`src/logic/home_search_pkg.sv`:
```
/*
  Shared constants and types for the per-axis auto home search sequencer.
  Assumes one 50 MHz clock and a synchronous active-high reset.
*/
package home_search_pkg;

  localparam int          NUM_AXES        = 4;             // Independent axes
  localparam int          AXIS_BITS       = 2;             // Axis select width
  localparam int          ADDR_BITS       = 6;             // Register address width

  // Register map, byte addresses; per-axis block of 16 bytes
  localparam logic [5:0]  OFS_CMD         = 6'h00;         // Command and axis select (write)
  localparam logic [5:0]  OFS_DATA_LO     = 6'h04;         // Extension low data word (write)
  localparam logic [5:0]  OFS_DATA_HI     = 6'h08;         // Homing step data word (write)
  localparam logic [5:0]  OFS_PULSES      = 6'h0c;         // Offset pulse count (write)
  localparam logic [5:0]  OFS_AXIS_BASE   = 6'h10;         // First per-axis status block
  localparam logic [5:0]  OFS_ERR_STAT    = 6'h00;         // Per-axis error status offset
  localparam logic [5:0]  OFS_INT_STAT    = 6'h04;         // Per-axis interrupt status offset
  localparam logic [5:0]  OFS_EP_LO       = 6'h08;         // Per-axis actual position offset

  // Command codes
  localparam logic [7:0]  CMD_EXT_MODE    = 8'h60;         // Latch both mode words
  localparam logic [7:0]  CMD_HOME_RUN    = 8'h62;         // Start homing
  localparam logic [7:0]  CMD_DEC_STOP    = 8'h26;         // Decelerating stop
  localparam logic [7:0]  CMD_IMM_STOP    = 8'h27;         // Immediate stop
  localparam logic [7:0]  CMD_STAT_CLR    = 8'h25;         // Completion status clear

  // Homing step mode word fields
  localparam int          BIT_POST_OFFSET_POSITION_CLEAR        = 8;             // Clear positions after offset move
  localparam int          BIT_HOME_AND_INDEX_STOP        = 9;             // Index stop needs home too
  localparam int          BIT_LIMIT       = 10;            // Limit-based homing
  // Extension mode word field
  localparam int          BIT_HOMING_INTERRUPT_ENABLE       = 5;             // Homing interrupt enable
  // Status bit positions
  localparam int          BIT_ERR_LMTP    = 2;             // Positive limit error
  localparam int          BIT_ERR_LMTN    = 3;             // Negative limit error
  localparam int          BIT_ERR_INDEX   = 7;             // Index active at step 3 start
  localparam int          BIT_HOMING_END_FLAG       = 8;             // Homing end flag

  localparam logic [15:0] MODE_RESET      = 16'h0000;      // Mode words at reset
  localparam logic [31:0] POS_RESET       = 32'h0000_0000; // Position counters at reset

  // Sequencer states, one-hot
  typedef enum logic [9:0] {
    S_IDLE    = 10'h001,  // Waiting for a run command
    S_STEP1   = 10'h002,  // Fast near-home search
    S_DECEL   = 10'h004,  // Decelerating stop after near home
    S_S2_OFF  = 10'h008,  // Reverse until home inactive
    S_S2_ON   = 10'h010,  // Reverse until home active (limit hit)
    S_STEP2   = 10'h020,  // Slow home search
    S_STEP3   = 10'h040,  // Slow index search
    S_STEP4   = 10'h080,  // Offset move
    S_DONE    = 10'h100,  // Completion bookkeeping
    S_ENTER   = 10'h200   // Step entry checks
  } seq_state_t;

  // Drive request toward the pulse generator
  typedef struct packed {
    logic        run;     // Drive pulses
    logic        dir_neg; // 1 means minus direction
    logic        slow;    // 1 home search speed, 0 drive speed
  } drive_req_t;

  // Sensor pins of one axis, all active high after logic setting
  typedef struct packed {
    logic        near_home_input;
    logic        home_input;
    logic        encoder_index_input;
    logic        positive_overrun_limit;
    logic        negative_overrun_limit;
  } axis_pins_t;

  // Per-axis sequencer state
  typedef struct packed {
    seq_state_t  state;
    logic [2:0]  step;          // Current step 1..4, 5 once a disabled step 4 is skipped, 0 idle
    logic [31:0] pulses_left;   // Remaining offset pulses
    logic [31:0] actual_pos;    // Actual position counter
    logic [31:0] logical_pos;   // Logical position counter
    logic [7:0]  err;           // Axis error status
    logic        homing_end_flag;         // Homing end flag
    logic        busy;          // Running
  } axis_state_t;

endpackage : home_search_pkg

```
`src/logic/auto_home_search_sequencer.sv`:
```
/*
  Auto home search sequencer for four axes with a plain register port.
  Assumes sensor pins arrive asynchronously and the pulse generator
  acknowledges each output pulse with a one-cycle pulse_done_i.
*/
// What this block does
// Run four homing steps strictly in order
// Steps 1,4 drive speed; 2,3 home speed
// Disabled step is skipped to the next
// Step 1 runs until near home, decelerates
// Near home or limit first: go step 2
// Step 2 stops immediately on home input
// Home already active: back off first
// Limit in step 2: reverse past home
// Step 3 stops immediately on index input
// Home-and-index bit needs both inputs
// Index during step 3 clears actual position
// Step 3 errors: index early, limit
// Step 4 outputs exact programmed pulse count
// Limit in step 4 flags error, ends
// Position-clear bit clears both counters after
// Host loads drive and home speeds
// Mode command latches both words together
// Even bits enable, odd bits direction
// Host sets limit bit for limit homing
// Host writes deviation clear bits zero
// Completion with interrupt enabled sets end flag, interrupt low
// Reset clears all mode bits
// Host starts homing on selected axes
// Stop command ends the homing sequence
// Each axis sequences independently
module auto_home_search_sequencer
  import home_search_pkg::*;
(
  input  wire logic                                  core_clk_i,   // 50 MHz clock
  input  wire logic                                  sys_rst_i,    // Synchronous reset
  input  wire logic [home_search_pkg::ADDR_BITS-1:0] addr_i,       // Register byte address
  input  wire logic [31:0]                           wdata_i,      // Write data
  input  wire logic                                  wr_i,         // Write strobe
  input  wire logic                                  rd_i,         // Read strobe
  output logic      [31:0]                           rdata_o,      // Read data, next cycle
  input  wire home_search_pkg::axis_pins_t [3:0]     pins_i,       // Async sensor pins
  input  wire logic [3:0]                            decel_done_i, // Decelerating stop finished
  input  wire logic [3:0]                            pulse_done_i, // One output pulse sent
  output home_search_pkg::drive_req_t [3:0]          drive_o,      // Drive requests
  output logic      [3:0]                            busy_o,       // Axis homing
  output logic                                       int_n_o,      // Interrupt, low active
  output logic                                       int_n_oe_o    // Drives interrupt pin
);
  import home_search_pkg::*;

  // Whole module state in one struct
  typedef struct packed {
    axis_state_t [3:0] ax;
    logic [15:0]       lo_pend;   // Extension word awaiting command
    logic [15:0]       hi_pend;   // Step word awaiting command
    logic [15:0]       ext_mode;  // Latched extension mode word
    logic [15:0]       step_mode; // Latched homing step mode word
    logic [31:0]       pulses;    // Offset pulse count
    logic [31:0]       rdata;     // Read data register
    axis_pins_t [3:0]  sync1;     // First synchroniser stage
    axis_pins_t [3:0]  sync2;     // Second synchroniser stage
  } core_state_t;

  core_state_t st_reg;
  core_state_t st_next;

  // Enable bit of step n (1..4)
  function automatic logic step_en(input logic [15:0] m, input logic [2:0] n);
    step_en = m[2*(n-3'd1)];
  endfunction : step_en

  // Direction bit of step n, 1 means minus
  function automatic logic step_dir(input logic [15:0] m, input logic [2:0] n);
    step_dir = m[2*(n-3'd1)+1];
  endfunction : step_dir

  // Search-direction limit for a direction
  function automatic logic lim_of(input axis_pins_t p, input logic neg);
    lim_of = neg ? p.negative_overrun_limit : p.positive_overrun_limit;
  endfunction : lim_of

  // Limit error bit for a direction
  function automatic logic [7:0] lim_err(input logic neg);
    lim_err = 8'h00;
    lim_err[neg ? BIT_ERR_LMTN : BIT_ERR_LMTP] = 1'b1;
  endfunction : lim_err

  // Next-state logic
  always_comb begin
    logic       sel;
    logic       d;
    logic       lim;
    axis_pins_t p;
    st_next       = st_reg;
    sel           = 1'b0;
    d             = 1'b0;
    lim           = 1'b0;
    p             = '0;
    st_next.sync1 = pins_i;
    st_next.sync2 = st_reg.sync1;
    st_next.rdata = 32'h0000_0000;

    // Register writes
    if (wr_i) begin
      unique case (addr_i)
        OFS_DATA_LO: st_next.lo_pend = wdata_i[15:0];
        OFS_DATA_HI: st_next.hi_pend = wdata_i[15:0];
        OFS_PULSES:  st_next.pulses  = wdata_i;
        OFS_CMD: begin
          if (wdata_i[7:0] == CMD_EXT_MODE) begin
            // Both words latched in one operation
            st_next.ext_mode  = st_reg.lo_pend;
            st_next.step_mode = st_reg.hi_pend;
          end
        end
        default: ;                                         // Unmapped writes ignored
      endcase
    end

    // Per-axis sequencers
    for (int a = 0; a < NUM_AXES; a++) begin
      p   = st_reg.sync2[a];
      sel = wr_i && addr_i == OFS_CMD && wdata_i[8+a];     // Axis select bits 11:8
      d   = step_dir(st_reg.step_mode, st_reg.ax[a].step);
      lim = lim_of(p, d);

      // Index clears actual position during step 3
      if (st_reg.ax[a].state == S_STEP3 && p.encoder_index_input)
        st_next.ax[a].actual_pos = POS_RESET;
      else if (pulse_done_i[a] && drive_o[a].run)
        st_next.ax[a].actual_pos = st_reg.ax[a].actual_pos + (drive_o[a].dir_neg ? 32'hffff_ffff : 32'h1);
      if (pulse_done_i[a] && drive_o[a].run)
        st_next.ax[a].logical_pos = st_reg.ax[a].logical_pos + (drive_o[a].dir_neg ? 32'hffff_ffff : 32'h1);

      if (sel && wdata_i[7:0] == CMD_STAT_CLR)
        st_next.ax[a].err = 8'h00;

      unique case (st_reg.ax[a].state)
        S_IDLE: begin
          if (sel && wdata_i[7:0] == CMD_HOME_RUN) begin
            st_next.ax[a].state = S_ENTER;
            st_next.ax[a].step  = 3'd1;
            st_next.ax[a].busy  = 1'b1;
            st_next.ax[a].err   = 8'h00;
          end
        end
        S_ENTER: begin
          // Skip disabled steps, then apply entry checks in order
          if (st_reg.ax[a].step > 3'd4)
            st_next.ax[a].state = S_DONE;
          else if (!step_en(st_reg.step_mode, st_reg.ax[a].step))
            st_next.ax[a].step = st_reg.ax[a].step + 3'd1;
          else begin
            unique case (st_reg.ax[a].step)
              3'd1: if (p.near_home_input || lim)
                      st_next.ax[a].step = 3'd2;
                    else
                      st_next.ax[a].state = S_STEP1;
              3'd2: if (lim)
                      st_next.ax[a].state = S_S2_ON;
                    else if (p.home_input)
                      st_next.ax[a].state = S_S2_OFF;
                    else
                      st_next.ax[a].state = S_STEP2;
              3'd3: if (p.encoder_index_input) begin
                      st_next.ax[a].err[BIT_ERR_INDEX] = 1'b1;
                      st_next.ax[a].state = S_DONE;
                    end else if (lim) begin
                      st_next.ax[a].err = st_reg.ax[a].err | lim_err(d);
                      st_next.ax[a].state = S_DONE;
                    end else
                      st_next.ax[a].state = S_STEP3;
              default: if (lim) begin
                      st_next.ax[a].err = st_reg.ax[a].err | lim_err(d);
                      st_next.ax[a].state = S_DONE;
                    end else begin
                      st_next.ax[a].pulses_left = st_reg.pulses;
                      st_next.ax[a].state = S_STEP4;
                    end
            endcase
          end
        end
        S_STEP1: begin
          if (p.near_home_input)
            st_next.ax[a].state = S_DECEL;
          else if (lim) begin
            st_next.ax[a].state = S_ENTER;
            st_next.ax[a].step  = 3'd2;
          end
        end
        S_DECEL: begin
          if (decel_done_i[a]) begin
            st_next.ax[a].state = S_ENTER;
            st_next.ax[a].step  = 3'd2;
          end
        end
        S_S2_ON: begin
          if (p.home_input)
            st_next.ax[a].state = S_S2_OFF;
        end
        S_S2_OFF: begin
          if (!p.home_input)
            st_next.ax[a].state = S_STEP2;
        end
        S_STEP2: begin
          if (lim)
            st_next.ax[a].state = S_S2_ON;
          else if (p.home_input) begin
            st_next.ax[a].state = S_ENTER;
            st_next.ax[a].step  = 3'd3;
          end
        end
        S_STEP3: begin
          if (lim) begin
            st_next.ax[a].err   = st_reg.ax[a].err | lim_err(d);
            st_next.ax[a].state = S_DONE;
          end else if (p.encoder_index_input &&
                       (!st_reg.step_mode[BIT_HOME_AND_INDEX_STOP] || p.home_input)) begin
            st_next.ax[a].state = S_ENTER;
            st_next.ax[a].step  = 3'd4;
          end
        end
        S_STEP4: begin
          if (lim) begin
            st_next.ax[a].err   = st_reg.ax[a].err | lim_err(d);
            st_next.ax[a].state = S_DONE;
          end else if (st_reg.ax[a].pulses_left == 32'h0) begin
            if (st_reg.step_mode[BIT_POST_OFFSET_POSITION_CLEAR]) begin
              st_next.ax[a].actual_pos  = POS_RESET;
              st_next.ax[a].logical_pos = POS_RESET;
            end
            st_next.ax[a].state = S_DONE;
          end else if (pulse_done_i[a])
            st_next.ax[a].pulses_left = st_reg.ax[a].pulses_left - 32'h1;
        end
        S_DONE: begin
          st_next.ax[a].state = S_IDLE;
          st_next.ax[a].step  = 3'd0;
          st_next.ax[a].busy  = 1'b0;
          if (st_reg.ext_mode[BIT_HOMING_INTERRUPT_ENABLE])
            st_next.ax[a].homing_end_flag = 1'b1;
        end
        default: st_next.ax[a].state = S_IDLE;
      endcase

      // A stop command ends any running step
      if (sel && (wdata_i[7:0] == CMD_DEC_STOP || wdata_i[7:0] == CMD_IMM_STOP)
          && st_reg.ax[a].state != S_IDLE) begin
        st_next.ax[a].state = S_DONE;
      end
    end

    // Register reads; reading interrupt status clears the end flag unless it is set now
    if (rd_i && addr_i >= OFS_AXIS_BASE) begin
      unique case (addr_i[1:0] == 2'b00 ? {addr_i[3:2], 2'b00} : 4'hf)
        4'h0: st_next.rdata = {24'h0, st_reg.ax[addr_i[5:4]-2'd1].err};
        4'h4: begin
          st_next.rdata = {23'h0, st_reg.ax[addr_i[5:4]-2'd1].homing_end_flag, 8'h00};
          if (!(st_reg.ax[addr_i[5:4]-2'd1].state == S_DONE && st_reg.ext_mode[BIT_HOMING_INTERRUPT_ENABLE]))
            st_next.ax[addr_i[5:4]-2'd1].homing_end_flag = 1'b0;
        end
        4'h8: st_next.rdata = st_reg.ax[addr_i[5:4]-2'd1].actual_pos;
        default: st_next.rdata = 32'h0000_0000;           // Unmapped reads zero
      endcase
    end
  end

  // State register; reset clears every mode bit of every axis
  always_ff @(posedge core_clk_i) begin
    if (sys_rst_i) begin
      st_reg           <= '0;
      st_reg.ext_mode  <= MODE_RESET;
      st_reg.step_mode <= MODE_RESET;
      for (int a = 0; a < NUM_AXES; a++)
        st_reg.ax[a].state <= S_IDLE;
    end else begin
      st_reg <= st_next;
    end
  end

  // Outputs
  always_comb begin
    int_n_oe_o = 1'b0;
    for (int a = 0; a < NUM_AXES; a++) begin
      busy_o[a]          = st_reg.ax[a].busy;
      drive_o[a].run     = st_reg.ax[a].state inside {S_STEP1, S_S2_ON, S_S2_OFF, S_STEP2, S_STEP3}
                           || (st_reg.ax[a].state == S_STEP4 && st_reg.ax[a].pulses_left != 32'h0);
      drive_o[a].dir_neg = step_dir(st_reg.step_mode, st_reg.ax[a].step)
                           ^ (st_reg.ax[a].state inside {S_S2_ON, S_S2_OFF});
      drive_o[a].slow    = st_reg.ax[a].step inside {3'd2, 3'd3};
      int_n_oe_o         = int_n_oe_o | st_reg.ax[a].homing_end_flag;
    end
  end
  assign int_n_o = 1'b0;
  assign rdata_o = st_reg.rdata;

  // Completion with interrupt enabled raises the end flag
  property p_end_flag;
    @(posedge core_clk_i) disable iff (sys_rst_i)
      (st_reg.ax[0].state == S_DONE && st_reg.ext_mode[BIT_HOMING_INTERRUPT_ENABLE]) |=> st_reg.ax[0].homing_end_flag;
  endproperty
  a_end_flag: assert property (p_end_flag) else $error("end flag not set");

  // Slow speed only in steps 2 and 3
  property p_speed;
    @(posedge core_clk_i) disable iff (sys_rst_i)
      drive_o[0].run |-> (drive_o[0].slow == !(st_reg.ax[0].state inside {S_STEP1, S_STEP4}));
  endproperty
  a_speed: assert property (p_speed) else $error("wrong speed select");

  // Stop command ends homing within two cycles
  property p_stop;
    @(posedge core_clk_i) disable iff (sys_rst_i)
      (wr_i && addr_i == OFS_CMD && wdata_i[8] && wdata_i[7:0] == CMD_IMM_STOP
       && st_reg.ax[0].state != S_IDLE) |-> ##2 !busy_o[0];
  endproperty
  a_stop: assert property (p_stop) else $error("stop did not end homing");

  // A disabled step only advances the step count
  property p_skip;
    @(posedge core_clk_i) disable iff (sys_rst_i)
      (st_reg.ax[0].state == S_ENTER && st_reg.ax[0].step <= 3'd4
       && !step_en(st_reg.step_mode, st_reg.ax[0].step))
      |=> st_reg.ax[0].step == $past(st_reg.ax[0].step) + 3'd1;
  endproperty
  a_skip: assert property (p_skip) else $error("disabled step not skipped");

  // Index seen in step 3 zeroes the actual position
  property p_index_clear;
    @(posedge core_clk_i) disable iff (sys_rst_i)
      (st_reg.ax[0].state == S_STEP3 && st_reg.sync2[0].encoder_index_input)
      |=> st_reg.ax[0].actual_pos == POS_RESET;
  endproperty
  a_index_clear: assert property (p_index_clear) else $error("index did not clear position");

  // Offset move ends once the count is spent
  property p_step4_end;
    @(posedge core_clk_i) disable iff (sys_rst_i)
      (st_reg.ax[0].state == S_STEP4 && st_reg.ax[0].pulses_left == 32'h0)
      |=> st_reg.ax[0].state == S_DONE;
  endproperty
  a_step4_end: assert property (p_step4_end) else $error("offset move did not end");
endmodule : auto_home_search_sequencer

```
`config.mk`:
```
export PLATFORM = sky130hd
export DESIGN_NAME = auto_home_search_sequencer
export DESIGN_NICKNAME = d
export VERILOG_FILES = /design/src/logic/home_search_pkg.sv /design/src/logic/auto_home_search_sequencer.sv
export SDC_FILE = /design/constraint.sdc
export NUM_CORES = 2
export LEC_CHECK = 0
export ABC_AREA = 1
export BUFFER_PORTS_ARGS = -buffer_cell sky130_fd_sc_hd__buf_2
export CORE_ASPECT_RATIO = 0.5
export CORE_UTILIZATION = 31
export DETAILED_ROUTE_END_ITERATION = 7
export GPL_ROUTABILITY_DRIVEN = 0
export HOLD_SLACK_MARGIN = 0.1
export PLACE_DENSITY_LB_ADDON = 0.08
export SETUP_SLACK_MARGIN = 0.4
export SKIP_CTS_REPAIR_TIMING = 1
export SYNTH_ARGS = -nofsm -noshare
export SYNTH_HDL_FRONTEND = slang
export SYNTH_SLANG_ARGS = --single-unit
export TNS_END_PERCENT = 50
```
`constraint.sdc`:
```
create_clock -name core_clk_i -period 6.3 [get_ports core_clk_i]
set_input_delay 0.945 -clock core_clk_i [delete_from_list [all_inputs] [get_ports core_clk_i]]
set_output_delay 0.945 -clock core_clk_i [all_outputs]
set_load 0.03 [all_outputs]
```
==> qor.yml <==
sta:
  finalHoldViolations: 0
  setup_viol: 0
  clock_skew_ns: 0.0325
  fmax_mhz: 198
  slew_headroom_pct: 11.3
  worst_slew_pin_slew_ns: 1.32
  drv_slew: 0
  fin_crit_sh_pct: 80.1
  period_needed_ns: 5.05
  rsz0062_at_grt: "false"
  totalNegativeSetupSlack_ns: 0
finish:
  drive_above_1_share_pct: 5.93
  n_fill_cell: 12600
  seq_area_um2: 9730
  fin_nets: 5910
  multi_input_area_um2: 22600
  area_growth_pct: 9.62
  layoutNonFillerInstCount: 7212
floorplanning:
  die_x_um: 484
  io_pins: 120
  die_area_um2: 118000
  die_h_um: 243
  std_cell_rows: 87
  initial_core_util_pct: 31.6
  coreArea_um2: 114000
pwr:
  peakVddDrop_uv: 171
  leakage_uw: 0.0186
  p_clk_share_pct: 50.5
  internal_power_uw: 5120
  power_switching_uw: 1810
  comb_power_share_pct: 4.8
  p_per_area_nw_per_um2: 176
  p_seq_share_pct: 44.8
  p_sw_share_pct: 26.1
drt:
  drtIter0Drc: 3299
  drc: 0
  num_vias: 38100
  via_per_inst: 5.29
  wl_um: 142000
  dr.pass1.iters: 6
  ant_nets: 0
  wl_per_cell_um: 19.7
logic_synthesis:
  syn-cell-area_um2: 36000
  synth_ff_type: "dfxtp_1"
  muxShareOfSynthArea_pct: 0
  netlist_instances: 5694
  synthXorXnorAreaFrac_pct: 4.04
  async_flop_share_pct: 0
  yosysMostFrequentCell: "nand2_1"
  synthAdderAreaFrac_pct: 6.58
  synth_top_family_by_area: "simple AND/OR/NAND/NOR gates"
  yosys.area.top_type: "dfxtp_1"
  synth_edf_count: 0
  synth-seq-area-share_pct: 27.0
  yosysTopAreaCellShare_pct: 27.0
  synth_common_cells: "1089 x nand2_1, 785 x nor2_1, 654 x o21ai_0"
  ys_top_cells_by_area: "dfxtp_1 27%, nand2_1 11%, o21ai_0 9.1%"
  yosys_warnings: 0
  ys_ff_latch: 486
  syn_nets: 5951
  synth-simple-area-share_pct: 28.4
  synth_compound_area_share_pct: 23.7
  synth.distinct_cells: 66
  avgSynthCellArea_um2: 6.32
clock_network:
  clock_sinks: 486
  cts_tree: "yes"
  htreeDepth: 2
  cts_buffers: 54
  clk_path_buf_depth: 3
  insertion_delay_ns: 0.67
  path_clk_slew_ns: 0.07
  clock-root-buffer: "clkbuf_16"
hold_path:
  hold_end: "st_reg[14]"
  hold_depth: 2
  hp-start: "st_next[14]"
  hold_class: "flop to flop"
worst_setup_path:
  crit_top_cell: "inv_1"
  criticalPathCategory: "flop to flop"
  slowest_delay_ns: 0.70
  crit_path_max_fanout: 21
  rr_endpoint: "st_reg[352]"
  crit_chain: "inv_1, ha_1, inv_1, o211ai_1, nand3_1, nand2_1, inv_1, xor2_1, inv_1, ha_1, nand3_1, nand3_1, a21oi_1, o21ai_0, nand3_1, nand2_1, nand2_1, o21ai_0, nand2_1, inv_1, o21ai_0, inv_1, nor2_1"
  reg2reg_slack_ns: 1.25
  required_ns: 6.84
  critPathSlowestCell: "dfxtp_1"
  critPathCaptureType: "flop"
  start_kind: "flop"
  worstRegToRegCells: 23
  worstPathArrival_ns: 5.59
global_routing:
  grt_pass1_wl_um: 217000
  grt_max_degree: 103
  track_usage_pct: 23.5
  grt_pass1_vias: 35600
  grt_overflow: 0
  antenna_found_initial: 4
placed_design:
  place_inst: 7110
  dpl.hpwl_um: 108000
  port_buffers: 118
run:
  max_cap_violations: 0
status:
  outcome: "finished, final reports clean"
-- worst max-delay path, delay by kind of cell, from the launching register on --
family	cells	cell delay (ns)
flops	1	0.70
simple gates	9	0.90
buf+inv	6	1.06
compound gates	5	1.01
xor+xnor	1	0.33
fa+ha+maj	2	0.88
-- how the worst max path moves through the flow --
stage               start           to  slack [ns]  cells after the start
finish               flop  st_reg[352]        1.25                     23
global route         flop  st_reg[352]        0.60                     23
CTS                  flop  st_reg[352]        1.31                     23
detailed placement   flop  st_reg[352]        1.35                     23
global placement     flop  st_reg[352]        1.48                     23
floorplan            flop  st_reg[587]        0.79                     20
-- layer usage --
layer / track usage (%) / vias up / part of all wire (%)
met4: 7.34 / 0 / 3.2
met2: 37.0 / 1082 / 43
met5: 0 / - / 0
li1: - / 19000 / -
met3: 2.60 / 189 / 5.0
met1: 33.2 / 17900 / 49
-- final cells by class --
class / count / share of cell area [%]
Antenna cell: 1 / 0.00634
Clock buffer: 67 / 3.73
Clock inverter: 34 / 1.01
Inverter: 659 / 6.29
Multi-Input combinational cell: 4302 / 57.4
Sequential cell: 486 / 24.7
Tap cell: 1513 / 4.80
Timing Repair Buffer: 150 / 2.16
-- metrics by stage --
step / setup WS [ns] / hold slack (ns) / total power, uW / cell area [um2] / utilization (%)
floorplan: 0.795 / 0.388 / 3350 / 36000 / -
global placement: 1.48 / 0.390 / 3500 / 37600 / 33.0
detailed placement: 1.35 / 0.392 / 3500 / 37600 / 33.0
CTS: 1.31 / 0.401 / 7030 / 39500 / 34.6
global route: 0.596 / 0.417 / 7190 / 39500 / 34.6
finish: 1.25 / 0.401 / 6930 / 39500 / 34.7
-- power groups by stage --
| stage | clock [uW] | sequential [uW] | combinational [uW] |
|---|---|---|---|
| 2_1_floorplan | 0 | 3160 | 194 |
| 3_3_place_gp | 0 | 3170 | 333 |
| 5_1_grt | 3730 | 3100 | 363 |
| 6_report | 3500 | 3100 | 329 |
| 3_5_place_dp | 0 | 3170 | 333 |
| 4_1_cts | 3600 | 3100 | 335 |
-- layout by cell type (no fill, tap or decap), types with 98 or more instances in the layout --
master / netlist / final
inv_1: 639 / 636
buf_2: 40 / 116
nand3_1: 290 / 290
dfxtp_1: 486 / 486
o21ai_0: 654 / 654
nand2_1: 1089 / 1089
a21oi_1: 475 / 474
nor2_1: 785 / 784
xor2_1: 99 / 98
o211ai_1: 110 / 110
ha_1: 183 / 183
-- cell families after synthesis --
kind of cell / Yosys count
xor+xnor: 166
buf+inv: 906
fa+ha+maj: 187
other cells: 1
simple gates: 2438
flops: 486
compound gates: 1510
Power figures use the tool's default switching activity.
